==> config.mk <==
export PLATFORM = sky130hd
export DESIGN_NAME = tw_host
export DESIGN_NICKNAME = d
export VERILOG_FILES = /design/src/hdl/tw_pkg.sv /design/src/hdl/tw_bit_eng.sv /design/src/hdl/tw_host.sv
export SDC_FILE = /design/constraint.sdc
export NUM_CORES = 1
export LEC_CHECK = 0
export CAP_MARGIN = 20
export CORE_ASPECT_RATIO = 1.75
export CORE_MARGIN = 2
export CORE_UTILIZATION = 40
export CTS_CLUSTER_SIZE = 20
export DETAILED_ROUTE_END_ITERATION = 10
export DONT_BUFFER_PORTS = 1
export SYNTH_ARGS = -nofsm -noshare
export SYNTH_HDL_FRONTEND = slang
export SYNTH_SLANG_ARGS = --single-unit
==> constraint.sdc <==
create_clock -name clk_sys -period 2.15 [get_ports clk_sys]
set_input_delay 0.215 -clock clk_sys [delete_from_list [all_inputs] [get_ports clk_sys]]
set_output_delay 0.215 -clock clk_sys [all_outputs]
set_load 0.02 [all_outputs]
==> src/hdl/tw_pkg.sv <==
package tw_pkg;

	// ----------------------------------------------------------------
	// Bus timing
	// ----------------------------------------------------------------
	localparam int CLK_PERIOD_NS = 4;
	// Least serial clock low time; a bit is four quarters of half of it
	localparam int SCL_LOW_NS = 1200;
	localparam int QTR_CYC = ((SCL_LOW_NS / 2) + CLK_PERIOD_NS - 1) / CLK_PERIOD_NS;
	// Longest self-timed programming cycle, used as the polling limit
	localparam int PROG_TIME_MS = 5;
	localparam int PROG_CYC = (PROG_TIME_MS * 1000000) / CLK_PERIOD_NS;

	// ----------------------------------------------------------------
	// Device address word and array layout
	// ----------------------------------------------------------------
	localparam logic [3:0] FAMILY = 4'hA;
	localparam int PAGE_BYTES = 8;
	localparam int RECOV_CLOCKS = 9;
	localparam logic [3:0] REC_LAST_START = 4'(RECOV_CLOCKS + 1);
	localparam logic [3:0] REC_STOP = 4'(RECOV_CLOCKS + 2);

	typedef enum logic [1:0] {OP_WRITE, OP_RD_CUR, OP_RD_RAND, OP_RECOVER} tw_op_t;

	typedef struct packed {
		tw_op_t op;
		logic [2:0] chip_sel;
		logic [7:0] word_adr;
		logic [6:0] len_m1;
	} tw_cmd_t;

	typedef enum logic [1:0] {BIT_START, BIT_STOP, BIT_WR, BIT_RD} tw_bit_t;

endpackage

==> src/hdl/tw_bit_eng.sv <==
`timescale 1ns/100ps
module tw_bit_eng #(
	parameter int QTR = tw_pkg::QTR_CYC
)(
	input wire logic clk_sys,
	input wire logic nrst,
	input wire logic go,
	input wire tw_pkg::tw_bit_t cmd,
	input wire logic wd,
	output logic done,
	output logic rd,
	output logic scl,
	input wire logic sda_i,
	output logic sda_o,
	output logic sda_oe
);
	import tw_pkg::*;

	localparam int CW = $clog2(QTR + 1);

	logic [CW-1:0] cnt_q;
	logic [1:0] ph_q;
	logic busy_q;
	tw_bit_t cmd_q;
	logic wd_q;
	logic scl_q;
	logic sda_oe_q;
	logic sda_o_q;
	logic done_q;
	logic rd_q;
	logic [1:0] sync_q;

	wire tick = busy_q && (cnt_q == '0);
	wire accept = go && !busy_q;
	wire [1:0] ph_nx = ph_q + 2'h1;
	// Data level for phase 1, while the clock is low (1 = released)
	wire rel1 = (cmd_q == BIT_START) || (cmd_q == BIT_RD) || ((cmd_q == BIT_WR) && wd_q);

	assign done = done_q;
	assign rd = rd_q;
	assign scl = scl_q;
	assign sda_o = sda_o_q;
	assign sda_oe = sda_oe_q;

	// ----------------------------------------------------------------
	// Quarter sequencer: clock low, data set, clock high, hold or edge
	// ----------------------------------------------------------------
	always_ff @(posedge clk_sys)
	begin
		if (!nrst)
		begin
			busy_q <= 1'b0;
			ph_q <= 2'h0;
			cnt_q <= '0;
			cmd_q <= BIT_RD;
			wd_q <= 1'b1;
			scl_q <= 1'b1;
			sda_oe_q <= 1'b0;
			sda_o_q <= 1'b0;
			done_q <= 1'b0;
			rd_q <= 1'b1;
			sync_q <= 2'h3;
		end
		else
		begin
			sync_q <= {sync_q[0], sda_i};
			done_q <= 1'b0;
			sda_o_q <= 1'b0;
			if (accept)
			begin
				busy_q <= 1'b1;
				ph_q <= 2'h0;
				cnt_q <= CW'(QTR - 1);
				cmd_q <= cmd;
				wd_q <= wd;
				scl_q <= 1'b0;
			end
			else if (tick && (ph_q == 2'h3))
			begin
				busy_q <= 1'b0;
				done_q <= 1'b1;
				rd_q <= sync_q[1];
			end
			else if (tick)
			begin
				ph_q <= ph_nx;
				cnt_q <= CW'(QTR - 1);
				if (ph_nx == 2'h1)
					sda_oe_q <= !rel1;
				if (ph_nx == 2'h2)
					scl_q <= 1'b1;
				if ((ph_nx == 2'h3) && (cmd_q == BIT_START))
					sda_oe_q <= 1'b1;
				if ((ph_nx == 2'h3) && (cmd_q == BIT_STOP))
					sda_oe_q <= 1'b0;
			end
			else if (busy_q)
				cnt_q <= cnt_q - 1'b1;
		end
	end

	// ----------------------------------------------------------------
	// Checks
	// ----------------------------------------------------------------
	logic [15:0] dur_q;

	always_ff @(posedge clk_sys)
	begin
		if (!nrst)
			dur_q <= 16'h0000;
		else if (busy_q)
			dur_q <= dur_q + 16'h0001;
		else
			dur_q <= 16'h0000;
	end
endmodule

==> src/hdl/tw_host.sv <==
`timescale 1ns/100ps
// Protocol rules cited by the [Rn] tags
// Start: data falls while clock high
// Stop: data rises while clock high
// Data changes only while clock low
// Device acknowledges each byte on ninth clock
// Recovery: start, nine clocks, start, stop
// Device address opens with family pattern
// Device compares three chip-select bits
// Eighth address bit selects read or write
// Device acks on match, else standby
// Byte write: address, word, data, stop
// Device silent while programming runs
// Page write: up to eight bytes
// Write address wraps within page
// Poll device address until acknowledged
// Device keeps address counter plus one
// Read counter wraps over whole array
// Current read: no ack, then stop
// Random read: dummy write, repeated start
// Sequential read: ack for more bytes
// Device enters standby after stop
// Protect input blocks all array writes
// Array is sixteen pages of eight
// Device ignores word address top bit
// Protected writes acknowledged, not programmed
module tw_host #(
	parameter int POLL_CYC = tw_pkg::PROG_CYC,
	parameter int QTR = tw_pkg::QTR_CYC
)(
	input wire logic clk_sys,
	input wire logic nrst,
	input wire logic cmd_valid,
	input wire tw_pkg::tw_cmd_t cmd,
	output logic cmd_ready,
	input wire logic [7:0] wdata,
	input wire logic wdata_valid,
	output logic wdata_take,
	output logic [7:0] rdata,
	output logic rdata_valid,
	output logic done,
	output logic err,
	output logic scl,
	input wire logic sda_i,
	output logic sda_o,
	output logic sda_oe
);
	import tw_pkg::*;

	localparam int PW = $clog2(POLL_CYC + 1);

	typedef enum logic [3:0] {ST_IDLE, ST_START, ST_TXBIT, ST_TXACK, ST_WGET, ST_RXBIT, ST_RXACK, ST_STOP,
		ST_REC} tw_state_t;
	typedef enum logic [2:0] {PH_DEV, PH_WADR, PH_WDATA, PH_DEVR, PH_RDATA} tw_phase_t;

	tw_state_t st_q, st_d;
	tw_phase_t ph_q, ph_d;
	tw_cmd_t cmd_q, cmd_d;
	logic [7:0] sh_q, sh_d;
	logic [3:0] bit_n_q, bit_n_d;
	logic [6:0] left_q, left_d;
	logic wait_q, wait_d;
	logic go_q, go_d;
	tw_bit_t bcmd_q, bcmd_d;
	logic bwd_q, bwd_d;
	logic retry_q, retry_d;
	logic pollon_q, pollon_d;
	logic [PW-1:0] poll_q, poll_d;
	logic ready_q, ready_d;
	logic take_q, take_d;
	logic [7:0] rdata_q, rdata_d;
	logic rvalid_q, rvalid_d;
	logic done_q, done_d;
	logic err_q, err_d;
	logic bit_done;
	logic bit_rd;

	// ----------------------------------------------------------------
	// Decoding
	// ----------------------------------------------------------------
	wire take_cmd = cmd_valid && ready_q;
	wire [6:0] len_in = ((cmd.op == OP_WRITE) && (cmd.len_m1 > 7'(PAGE_BYTES - 1))) ?
		7'(PAGE_BYTES - 1) : cmd.len_m1;
	wire rw_bit = (ph_q == PH_DEVR) || (cmd_q.op == OP_RD_CUR);
	wire [7:0] dev_byte = {FAMILY, cmd_q.chip_sel, rw_bit};
	wire rec_start = (bit_n_q == 4'h0) || (bit_n_q == REC_LAST_START);
	wire tw_bit_t rec_cmd = rec_start ? BIT_START : ((bit_n_q == REC_STOP) ? BIT_STOP : BIT_RD);
	wire tw_bit_t want_cmd = (st_q == ST_START) ? BIT_START :
		(st_q == ST_STOP) ? BIT_STOP :
		((st_q == ST_TXBIT) || (st_q == ST_RXACK)) ? BIT_WR :
		(st_q == ST_REC) ? rec_cmd : BIT_RD;
	// Ack every read byte but the last, which gets a released line
	wire want_wd = (st_q == ST_TXBIT) ? sh_q[7] : (left_q == 7'h00);
	wire need_bit = (st_q != ST_IDLE) && (st_q != ST_WGET);
	wire can_poll = (ph_q == PH_DEV) && (poll_q < PW'(POLL_CYC));

	assign cmd_ready = ready_q;
	assign wdata_take = take_q;
	assign rdata = rdata_q;
	assign rdata_valid = rvalid_q;
	assign done = done_q;
	assign err = err_q;

	// ----------------------------------------------------------------
	// Transfer sequencer
	// ----------------------------------------------------------------
	always_comb
	begin
		st_d = st_q;
		ph_d = ph_q;
		cmd_d = cmd_q;
		sh_d = sh_q;
		bit_n_d = bit_n_q;
		left_d = left_q;
		wait_d = wait_q;
		go_d = 1'b0;
		bcmd_d = bcmd_q;
		bwd_d = bwd_q;
		retry_d = retry_q;
		pollon_d = pollon_q;
		// Polling gives up once the longest programming time has passed
		poll_d = (pollon_q && (poll_q != PW'(POLL_CYC))) ? poll_q + 1'b1 : poll_q;
		take_d = 1'b0;
		rdata_d = rdata_q;
		rvalid_d = 1'b0;
		done_d = 1'b0;
		err_d = err_q;
		if (need_bit && !wait_q)
		begin
			go_d = 1'b1;
			wait_d = 1'b1;
			bcmd_d = want_cmd;
			bwd_d = want_wd;
		end
		else if (bit_done)
			wait_d = 1'b0;
		case (st_q)
			ST_IDLE:
			begin
				if (take_cmd)
				begin
					cmd_d = cmd;
					left_d = len_in;
					err_d = 1'b0;
					poll_d = '0;
					pollon_d = 1'b0;
					retry_d = 1'b0;
					bit_n_d = 4'h0;
					ph_d = PH_DEV;
					st_d = (cmd.op == OP_RECOVER) ? ST_REC : ST_START;
				end
			end
			ST_START:
			begin
				if (bit_done)
				begin
					sh_d = dev_byte;
					bit_n_d = 4'h0;
					st_d = ST_TXBIT;
				end
			end
			ST_TXBIT:
			begin
				if (bit_done)
				begin
					sh_d = {sh_q[6:0], 1'b0};
					bit_n_d = bit_n_q + 4'h1;
					if (bit_n_q == 4'h7)
						st_d = ST_TXACK;
				end
			end
			ST_TXACK:
			begin
				if (bit_done && bit_rd && can_poll)
				begin
					pollon_d = 1'b1;
					retry_d = 1'b1;
					st_d = ST_STOP;
				end
				else if (bit_done && bit_rd)
				begin
					err_d = 1'b1;
					st_d = ST_STOP;
				end
				else if (bit_done)
				begin
					bit_n_d = 4'h0;
					case (ph_q)
						PH_DEV:
						begin
							pollon_d = 1'b0;
							if (cmd_q.op == OP_RD_CUR)
							begin
								ph_d = PH_RDATA;
								st_d = ST_RXBIT;
							end
							else
							begin
								ph_d = PH_WADR;
								sh_d = cmd_q.word_adr;
								st_d = ST_TXBIT;
							end
						end
						PH_WADR:
						begin
							if (cmd_q.op == OP_RD_RAND)
							begin
								ph_d = PH_DEVR;
								st_d = ST_START;
							end
							else
							begin
								ph_d = PH_WDATA;
								st_d = ST_WGET;
							end
						end
						PH_WDATA:
						begin
							if (left_q == 7'h00)
								st_d = ST_STOP;
							else
							begin
								left_d = left_q - 7'h01;
								st_d = ST_WGET;
							end
						end
						PH_DEVR:
						begin
							ph_d = PH_RDATA;
							st_d = ST_RXBIT;
						end
						default:
							st_d = ST_STOP;
					endcase
				end
			end
			ST_WGET:
			begin
				// The clock rests high until the user offers a byte
				if (wdata_valid)
				begin
					take_d = 1'b1;
					sh_d = wdata;
					bit_n_d = 4'h0;
					st_d = ST_TXBIT;
				end
			end
			ST_RXBIT:
			begin
				if (bit_done)
				begin
					sh_d = {sh_q[6:0], bit_rd};
					bit_n_d = bit_n_q + 4'h1;
					if (bit_n_q == 4'h7)
					begin
						rdata_d = {sh_q[6:0], bit_rd};
						rvalid_d = 1'b1;
						st_d = ST_RXACK;
					end
				end
			end
			ST_RXACK:
			begin
				if (bit_done && (left_q == 7'h00))
					st_d = ST_STOP;
				else if (bit_done)
				begin
					left_d = left_q - 7'h01;
					bit_n_d = 4'h0;
					st_d = ST_RXBIT;
				end
			end
			ST_STOP:
			begin
				if (bit_done && retry_q)
				begin
					retry_d = 1'b0;
					st_d = ST_START;
				end
				else if (bit_done)
				begin
					done_d = 1'b1;
					st_d = ST_IDLE;
				end
			end
			ST_REC:
			begin
				if (bit_done && (bit_n_q == REC_STOP))
				begin
					done_d = 1'b1;
					st_d = ST_IDLE;
				end
				else if (bit_done)
					bit_n_d = bit_n_q + 4'h1;
			end
			default:
				st_d = ST_IDLE;
		endcase
		ready_d = (st_d == ST_IDLE) && !take_cmd;
	end

	always_ff @(posedge clk_sys)
	begin
		if (!nrst)
		begin
			st_q <= ST_IDLE;
			ph_q <= PH_DEV;
			cmd_q <= '0;
			sh_q <= 8'h00;
			bit_n_q <= 4'h0;
			left_q <= 7'h00;
			wait_q <= 1'b0;
			go_q <= 1'b0;
			bcmd_q <= BIT_RD;
			bwd_q <= 1'b1;
			retry_q <= 1'b0;
			pollon_q <= 1'b0;
			poll_q <= '0;
			ready_q <= 1'b0;
			take_q <= 1'b0;
			rdata_q <= 8'h00;
			rvalid_q <= 1'b0;
			done_q <= 1'b0;
			err_q <= 1'b0;
		end
		else
		begin
			st_q <= st_d;
			ph_q <= ph_d;
			cmd_q <= cmd_d;
			sh_q <= sh_d;
			bit_n_q <= bit_n_d;
			left_q <= left_d;
			wait_q <= wait_d;
			go_q <= go_d;
			bcmd_q <= bcmd_d;
			bwd_q <= bwd_d;
			retry_q <= retry_d;
			pollon_q <= pollon_d;
			poll_q <= poll_d;
			ready_q <= ready_d;
			take_q <= take_d;
			rdata_q <= rdata_d;
			rvalid_q <= rvalid_d;
			done_q <= done_d;
			err_q <= err_d;
		end
	end

	// ----------------------------------------------------------------
	// Pin engine
	// ----------------------------------------------------------------
	tw_bit_eng #(
		.QTR(QTR)
	) u_eng (
		.clk_sys(clk_sys),
		.nrst(nrst),
		.go(go_q),
		.cmd(bcmd_q),
		.wd(bwd_q),
		.done(bit_done),
		.rd(bit_rd),
		.scl(scl),
		.sda_i(sda_i),
		.sda_o(sda_o),
		.sda_oe(sda_oe)
	);

	// ----------------------------------------------------------------
	// Checks
	// ----------------------------------------------------------------
	logic [3:0] wcnt_q;

	always_ff @(posedge clk_sys)
	begin
		if (!nrst || take_cmd)
			wcnt_q <= 4'h0;
		else if (take_q)
			wcnt_q <= wcnt_q + 4'h1;
	end
endmodule

==> reports/qor.yml, run 1 <==
status:
  run_status: "completed"
die:
  placementRows: 56
  dieArea_um2: 14500
  io_pins: 49
  core_area_um2: 13300
  start_util: 0.406
  die_x_um: 91.9
  die_h_um: 158
finish:
  nFillCells: 1370
  syn2layout_area_growth_pct: 12.0
  multi_input_comb_area_um2: 3110
  instances_no_fill: 854
  utilization: 0.455
  insertedDiodeCount: 0
  area.sequential_um2: 2000
  nets: 722
  drive_above_1_share: 0.101
power_and_ir_drop:
  power_mw: 4.32
  max-vdd-ir-drop_mv: 0.556
  power_leakage_nw: 2.25
  powerDensity_nw_per_um2: 713
sta:
  layout_setup_ws_ns: 0.0937
  final_max_slew_viol_count: 0
  tightestPinTransition_ns: 0.653
  fmax_mhz: 486
  rsz0062_at_grt: "no"
  hold_violations: 0
  clock_skew_ns: 0.00982
  fin_crit_ns: 2.06
  period_share: 0.956
  setup_viol: 0
  setup_tns_ns: 0
  slew_headroom: 0.564
place:
  hpwl_um: 11100
  gp_congestion: 0.957
  dpl_worst_slack_ns: 0.101
  dp.cells: 832
  io_buffers: 0
clock_tree:
  ctsHtreeMaxLevel: 3
  cts_tree: "yes"
  cts-root-buf: "clkbuf_16"
  numCtsBuffers: 9
  clock_path_buffers: 2
  postCtsSetupBuffers: 0
  clock_latency_ns: 0.35
  clkTransAtPathRegs_ns: 0.07
  cts.sinks: 100
yosys:
  yosysWarningCount: 0
  yosys-top-cells-area: "dfxtp_1, nand2_1, nor2_1, a21oi_1, ha_1"
  seq_area_frac_synth: 0.370
  syn_nets: 714
  postSynthAreaPerCell_um2: 8.11
  syn_area_um2: 5410
  synthTopCellsByCount: "dfxtp_1, nand2_1, nor2_1"
  syn_inst: 667
  synth_most_common_cell: "dfxtp_1"
  yosys_register_bits: 100
  synth_ff_type: "dfxtp_1"
  synth_top_area_cell: "dfxtp_1"
  synth_edf_count: 0
  ys_types: 82
  postSynth.asyncResetShare: 0
  synth_top_area_frac: 0.370
drt:
  vias: 4854
  drtIter0Drc: 214
  wl_per_cell_um: 17.4
  drcViolationCount: 0
  vias_per_cell: 5.68
  firstDrtPassIters: 5
  wl_um: 14800
  ant_nets: 0
setup_path:
  cp_max_fo: 11
  cp-start-kind: "register"
  end_kind: "register"
  required_ns: 2.44
  critical_path_class: "reg -> reg"
  crit_arrival_ns: 2.35
grt:
  grt_pass1_wl_um: 23500
  first_global_vias: 4847
  antenna_found_initial: 0
  grt.overflow.total: 0
  grt_use_total: 0.207
  grt_max_degree: 34
worst_hold_path:
  min_path_type: "in -> reg"
run:
  cap_viol_max_count: 0
-- timing repair --
action / 4_1_cts / 5_1_grt
endpoints found under the hold margin: 15 / 0
hold buffers: 6 / 0
endpoints found under the setup margin: 0 / 12
gates resized for setup: 0 / 2
-- metal layers --
metal,global-route usage,part of all wire,vias to the layer above
li1,-,-,2394
met1,0.195,0.37,2289
met2,0.404,0.55,129
met3,0.0438,0.040,42
met4,0.118,0.045,0
met5,0,0,-
-- cell type report --
cell class,instances,area share
timing repair buffer,37,0.0504
clock inverter,5,0.0138
sequential,100,0.331
clock buffer,11,0.0401
tap,174,0.0359
multi-input combinational,503,0.514
inverter,24,0.0149
-- cells by family (layout without fill, tap and decap cells) --
kind of cell | Yosys count | count (layout) | share of synthesized area
other | 1 | 1 | 0.000693
adder cells (fa/ha/maj) | 14 | 14 | 0.0324
flip-flops | 100 | 100 | 0.370
XOR/XNOR | 18 | 18 | 0.0291
AO/OA/AOI/OAI | 168 | 168 | 0.212
buffers and inverters | 64 | 77 | 0.0564
multiplexers | 14 | 14 | 0.0259
AND/OR/NAND/NOR | 288 | 288 | 0.274
-- report_power, final --
part           internal (mW)  leakage, nW  switching, mW  total, mW
Combinational          0.236         1.28          0.323      0.558
Sequential              1.92        0.811         0.0649       1.99
Clock                   1.06        0.158          0.716       1.77
Total                   3.22         2.25           1.10       4.32
-- final timing paths --
path	start	to	slack, ns	depth (start not counted)
worst min register to register	u_eng.sync_q[0]	u_eng.sync_q[1]	0.41	1
worst min-delay path	cmd[17]	cmd_q[17]	0.01	2
worst max-delay path	st_q[3]	cmd_ready	0.09	6
worst max register to register	st_q[3]	cmd_ready	0.09	6
-- flip-flops by register name (all words and copies together) (netlist names), 2 cells and up --
signal        count
u_eng.cmd_q       2
rdata             8
bcmd_q            2
st_q              4
poll_q           21
sh_q              8
cmd_q            13
left_q            7
u_eng.sync_q      2
u_eng.cnt_q       8
bit_n_q           4
u_eng.ph_q        2
ph_q              3
-- worst max-delay path, cell delays in order, from the launching register on --
cell,delay (ns)
dfxtp_1,0.61
buf_4,0.26
and2b_1,0.25
buf_4,0.16
a32oi_1,0.26
nor4bb_1,0.26
and3_1,0.19
-- metrics by stage --
stage                     instance area, µm²  hold WS, ns
after floorplan                         5410        0.316
after CTS                               6040     0.000359
after global placement                  5660        0.293
after global routing                    6060      0.00346
after detailed placement                5660        0.297
final                                   6060       0.0109
-- cells in the final DEF, fill, tap and decap left out, types with 8 or more instances in the layout --
cell type / instances
nand3_1: 16
nor2b_1: 10
a211oi_1: 8
clkbuf_16: 9
nor3_1: 13
xor2_1: 8
ha_1: 14
o31ai_1: 9
or3_1: 10
and3_1: 11
xnor2_1: 10
buf_4: 30
mux2i_1: 14
nor2_1: 82
o21ai_0: 27
nand2_1: 82
inv_1: 23
dfxtp_1: 99
o211ai_1: 13
a21oi_1: 54
Note: power is estimated with default switching activity, not from simulation.
==> inputs of run 2 (changes only) <==
--- a/config.mk
+++ b/config.mk
@@ -5,6 +5,7 @@
 export SDC_FILE = /design/constraint.sdc
 export NUM_CORES = 1
 export LEC_CHECK = 0
+export ABC_AREA = 1
 export CAP_MARGIN = 20
 export CORE_ASPECT_RATIO = 1.75
 export CORE_MARGIN = 2
==> run 2 against run 1 <==
  * Cell count is 25% higher
  * Highest routed layer unchanged
  * Design area is 4.0% higher
  * Utilization is 0.053 points higher
  * Synthesized cell count is 30% higher
==> reports/qor.yml, run 2 <==
yosys:
  postSynthAreaPerCell_um2: 6.48  # -20%
  seq_area_frac_synth: 0.356  # -0.0138
  yosys-top-cells-area: "dfxtp_1, nand2_1, nor2_1, inv_1, nand3_1"
  synth_edf_count: 0  # unchanged
  syn_inst: 868  # +30%
  synthTopCellsByCount: "nand2_1, nor2_1, dfxtp_1"
  synth_ff_type: "dfxtp_1"
  syn_nets: 915  # +28%
  syn_area_um2: 5620  # +3.9%
  postSynth.asyncResetShare: 0  # unchanged
  synth_most_common_cell: "nand2_1"
  yosysWarningCount: 0  # unchanged
  synth_top_area_frac: 0.356  # -0.0138
  ys_types: 38  # -54%
  synth_top_area_cell: "dfxtp_1"
  yosys_register_bits: 100  # unchanged
finish:
  reg_top3: "poll_q x21, cmd_q x13"
  final_cell_mix: "nand2_1, nor2_1, dfxtp_1, inv_1, nand3_1"
  insertedDiodeCount: 0  # unchanged
  drive_above_1_share: 0.0653  # -0.0362
  syn2layout_area_growth_pct: 12.1
  layout_commonest_cell: "nand2_1"
  top_register: "poll_q"
  finalInstanceArea_um2: 6300  # +4.0%
  largest_reg_flops: 21  # unchanged
  nets: 931  # +29%
power_and_ir_drop:
  max-vdd-ir-drop_mv: 0.395  # -29%
  power_leakage_nw: 2.71  # +20%
  power_mw: 5.23  # +21%
  powerDensity_nw_per_um2: 829  # +16%
  pwr-share-comb: 0.230  # +0.101
  power_frac_clock: 0.341  # -0.070
  p_sw_mw: 1.68  # +52%
  seqPwrFrac: 0.429  # -0.031
  p_int_mw: 3.55  # +10%
  p_sw_frac: 0.321  # +0.0652
drt:
  ant_nets: 0  # unchanged
  drtIter0Drc: 217  # +1.4%
  vias: 5415  # +12%
  wl_um: 15300  # +3.4%
  drcViolationCount: 0  # unchanged
  wl_per_cell_um: 14.4  # -17%
  vias_per_cell: 5.08  # -11%
  firstDrtPassIters: 5  # unchanged
clock_tree:
  numCtsBuffers: 9  # unchanged
  clock_latency_ns: 0.35  # about the same
  clock_path_buffers: 2  # unchanged
  cts_tree: "yes"
  cts.sinks: 100  # unchanged
  ctsHtreeMaxLevel: 3  # unchanged
  cts-root-buf: "clkbuf_16"
  clkTransAtPathRegs_ns: 0.07  # about the same
setup_path:
  cp_max_fo: 6  # -5
  cp-start-kind: "register"
  required_ns: 2.37  # -0.07 ns
  critical_path_class: "reg -> reg"
  crit_arrival_ns: 2.16  # -0.19 ns
  end_kind: "register"
grt:
  use_met3: 0.0291  # -0.0147
  grt.overflow.total: 0  # unchanged
  grtUsageMet1: 0.204  # +0.00916
  use_met2: 0.409  # +0.00503
  grt_pass1_wl_um: 25400  # +7.9%
  first_global_vias: 5462  # +13%
  grt-busiest-layer: "met2"
  antenna_found_initial: 0  # unchanged
  grt_max_degree: 34  # unchanged
  grt_use_total: 0.213  # +0.00637
die:
  die_h_um: 161  # +1.9%
  start_util: 0.406  # about the same
  die_x_um: 93.6  # +1.8%
  core_area_um2: 13800  # +3.9%
  placementRows: 57  # +1.8%
  io_pins: 49  # unchanged
  dieArea_um2: 15100  # +3.7%
status:
  run_status: "completed"
worst_hold_path:
  min_path_type: "in -> reg"
sta:
  clock_skew_ns: 0.00759  # -0.00223 ns
  tightestPinTransition_ns: 0.834  # +0.182 ns
  rsz0062_at_grt: "no"
  period_share: 0.900  # -0.0563
  slew_headroom: 0.442  # -0.122
  fmax_mhz: 517  # +6.2%
  setup_tns_ns: 0  # unchanged
  hold_violations: 0  # unchanged
  fin_crit_ns: 1.94  # -0.121 ns
  setup_viol: 0  # unchanged
  final_max_slew_viol_count: 0  # unchanged
place:
  io_buffers: 0  # unchanged
  dpl-instance-area_um2: 5900  # +4.3%
  gp_congestion: 0.922  # -3.7%
  hpwl_um: 11700  # +5.7%
run:
  cap_viol_max_count: 0  # unchanged
==> run 2: cell types whose count changed in the layout (fill, tap and decap cells not counted), moves of 12 or more <==
cell,previous run,this run
inv_1,23,87
nand3_1,16,58
mux2i_1,14,0
o21ai_0,27,52
nand2_1,82,205
nand4_1,5,20
nor2_1,82,173
buf_4,30,18
a21oi_1,54,41
==> run 2: final cells by class <==
| type | instances | area (µm²) |
|---|---|---|
| Clock inverter | 5 | 85.1 |
| Tap cell | 177 | 221 |
| Inverter | 92 | 345 |
| Multi-Input combinational cell | 655 | 3180 |
| Timing Repair Buffer | 26 | 225 |
| Clock buffer | 10 | 239 |
| Sequential cell | 100 | 2000 |
| Fill cell | 1525 | 7530 |
==> run 2: repair_timing <==
action | in CTS | in global routing
setup buffers | 0 | 0
hold buffers | 7 | 0
hold endpoints to repair | 19 | 0
setup endpoints to repair | 0 | 1
resized for setup | 0 | 1
==> run 2: metrics by stage <==
stage	hold slack (ns)	setup slack (ns)	std cells	util
6_report	0.00863	0.215	1065	0.456
4_1_cts	0.000411	0.222	1065	0.455
3_5_place_dp	0.295	0.231	1043	0.426
2_1_floorplan	0.322	0.470	868	-
5_1_grt	0.0153	0.0286	1065	0.456
3_3_place_gp	0.289	0.260	1043	0.426
==> run 2: path summary, 6_finish.rpt <==
| check | depth (start not counted) | endpoint | startpoint | slack (ns) |
|---|---|---|---|---|
| worst min-delay path | 2 | cmd_q[11] | cmd[11] | 0.009 |
| worst max-delay path | 12 | bit_n_q[1] | left_q[0] | 0.21 |
| worst min register to register | 1 | u_eng.sync_q[1] | u_eng.sync_q[0] | 0.42 |
| worst max register to register | 12 | bit_n_q[1] | left_q[0] | 0.21 |
==> run 2: kinds of logic after synthesis <==
kind of cell,count (synthesis),synth area share
xor+xnor,24,0.0374
flops,100,0.356
buf+inv,113,0.0786
compound gates,126,0.128
fa+ha+maj,14,0.0312
other cells,1,0.000667
simple gates,490,0.368
==> run 2: worst max-delay path, stage by stage, from the launching register on <==
cell and delay [ns]:
dfxtp_1 0.31, inv_1 0.08, ha_1 0.18, nand2_1 0.07
nor2_1 0.19, nand2_1 0.15, nor2_1 0.26, nor2_1 0.09
buf_4 0.16, nand3_1 0.14, nand2_1 0.07, nand2_1 0.06
nor2_1 0.04
==> run 2: power by group through the flow <==
| stage | combinational [mW] | sequential [mW] | clock (mW) |
|---|---|---|---|
| final | 1.20 | 2.24 | 1.78 |
| after global routing | 1.38 | 2.27 | 1.88 |
| after CTS | 1.20 | 2.24 | 1.83 |
| after detailed placement | 1.18 | 2.28 | 0 |
| after global placement | 1.17 | 2.28 | 0 |
| after floorplan | 0.940 | 2.22 | 0 |
==> run 2: metal layers <==
metal  vias up  share of wire  wire length, µm
li1       2826              -                -
met1      2418           0.37             5650
met2       113           0.54             8310
met3        58          0.027              421
met4         0          0.062              957
met5         -              0                0
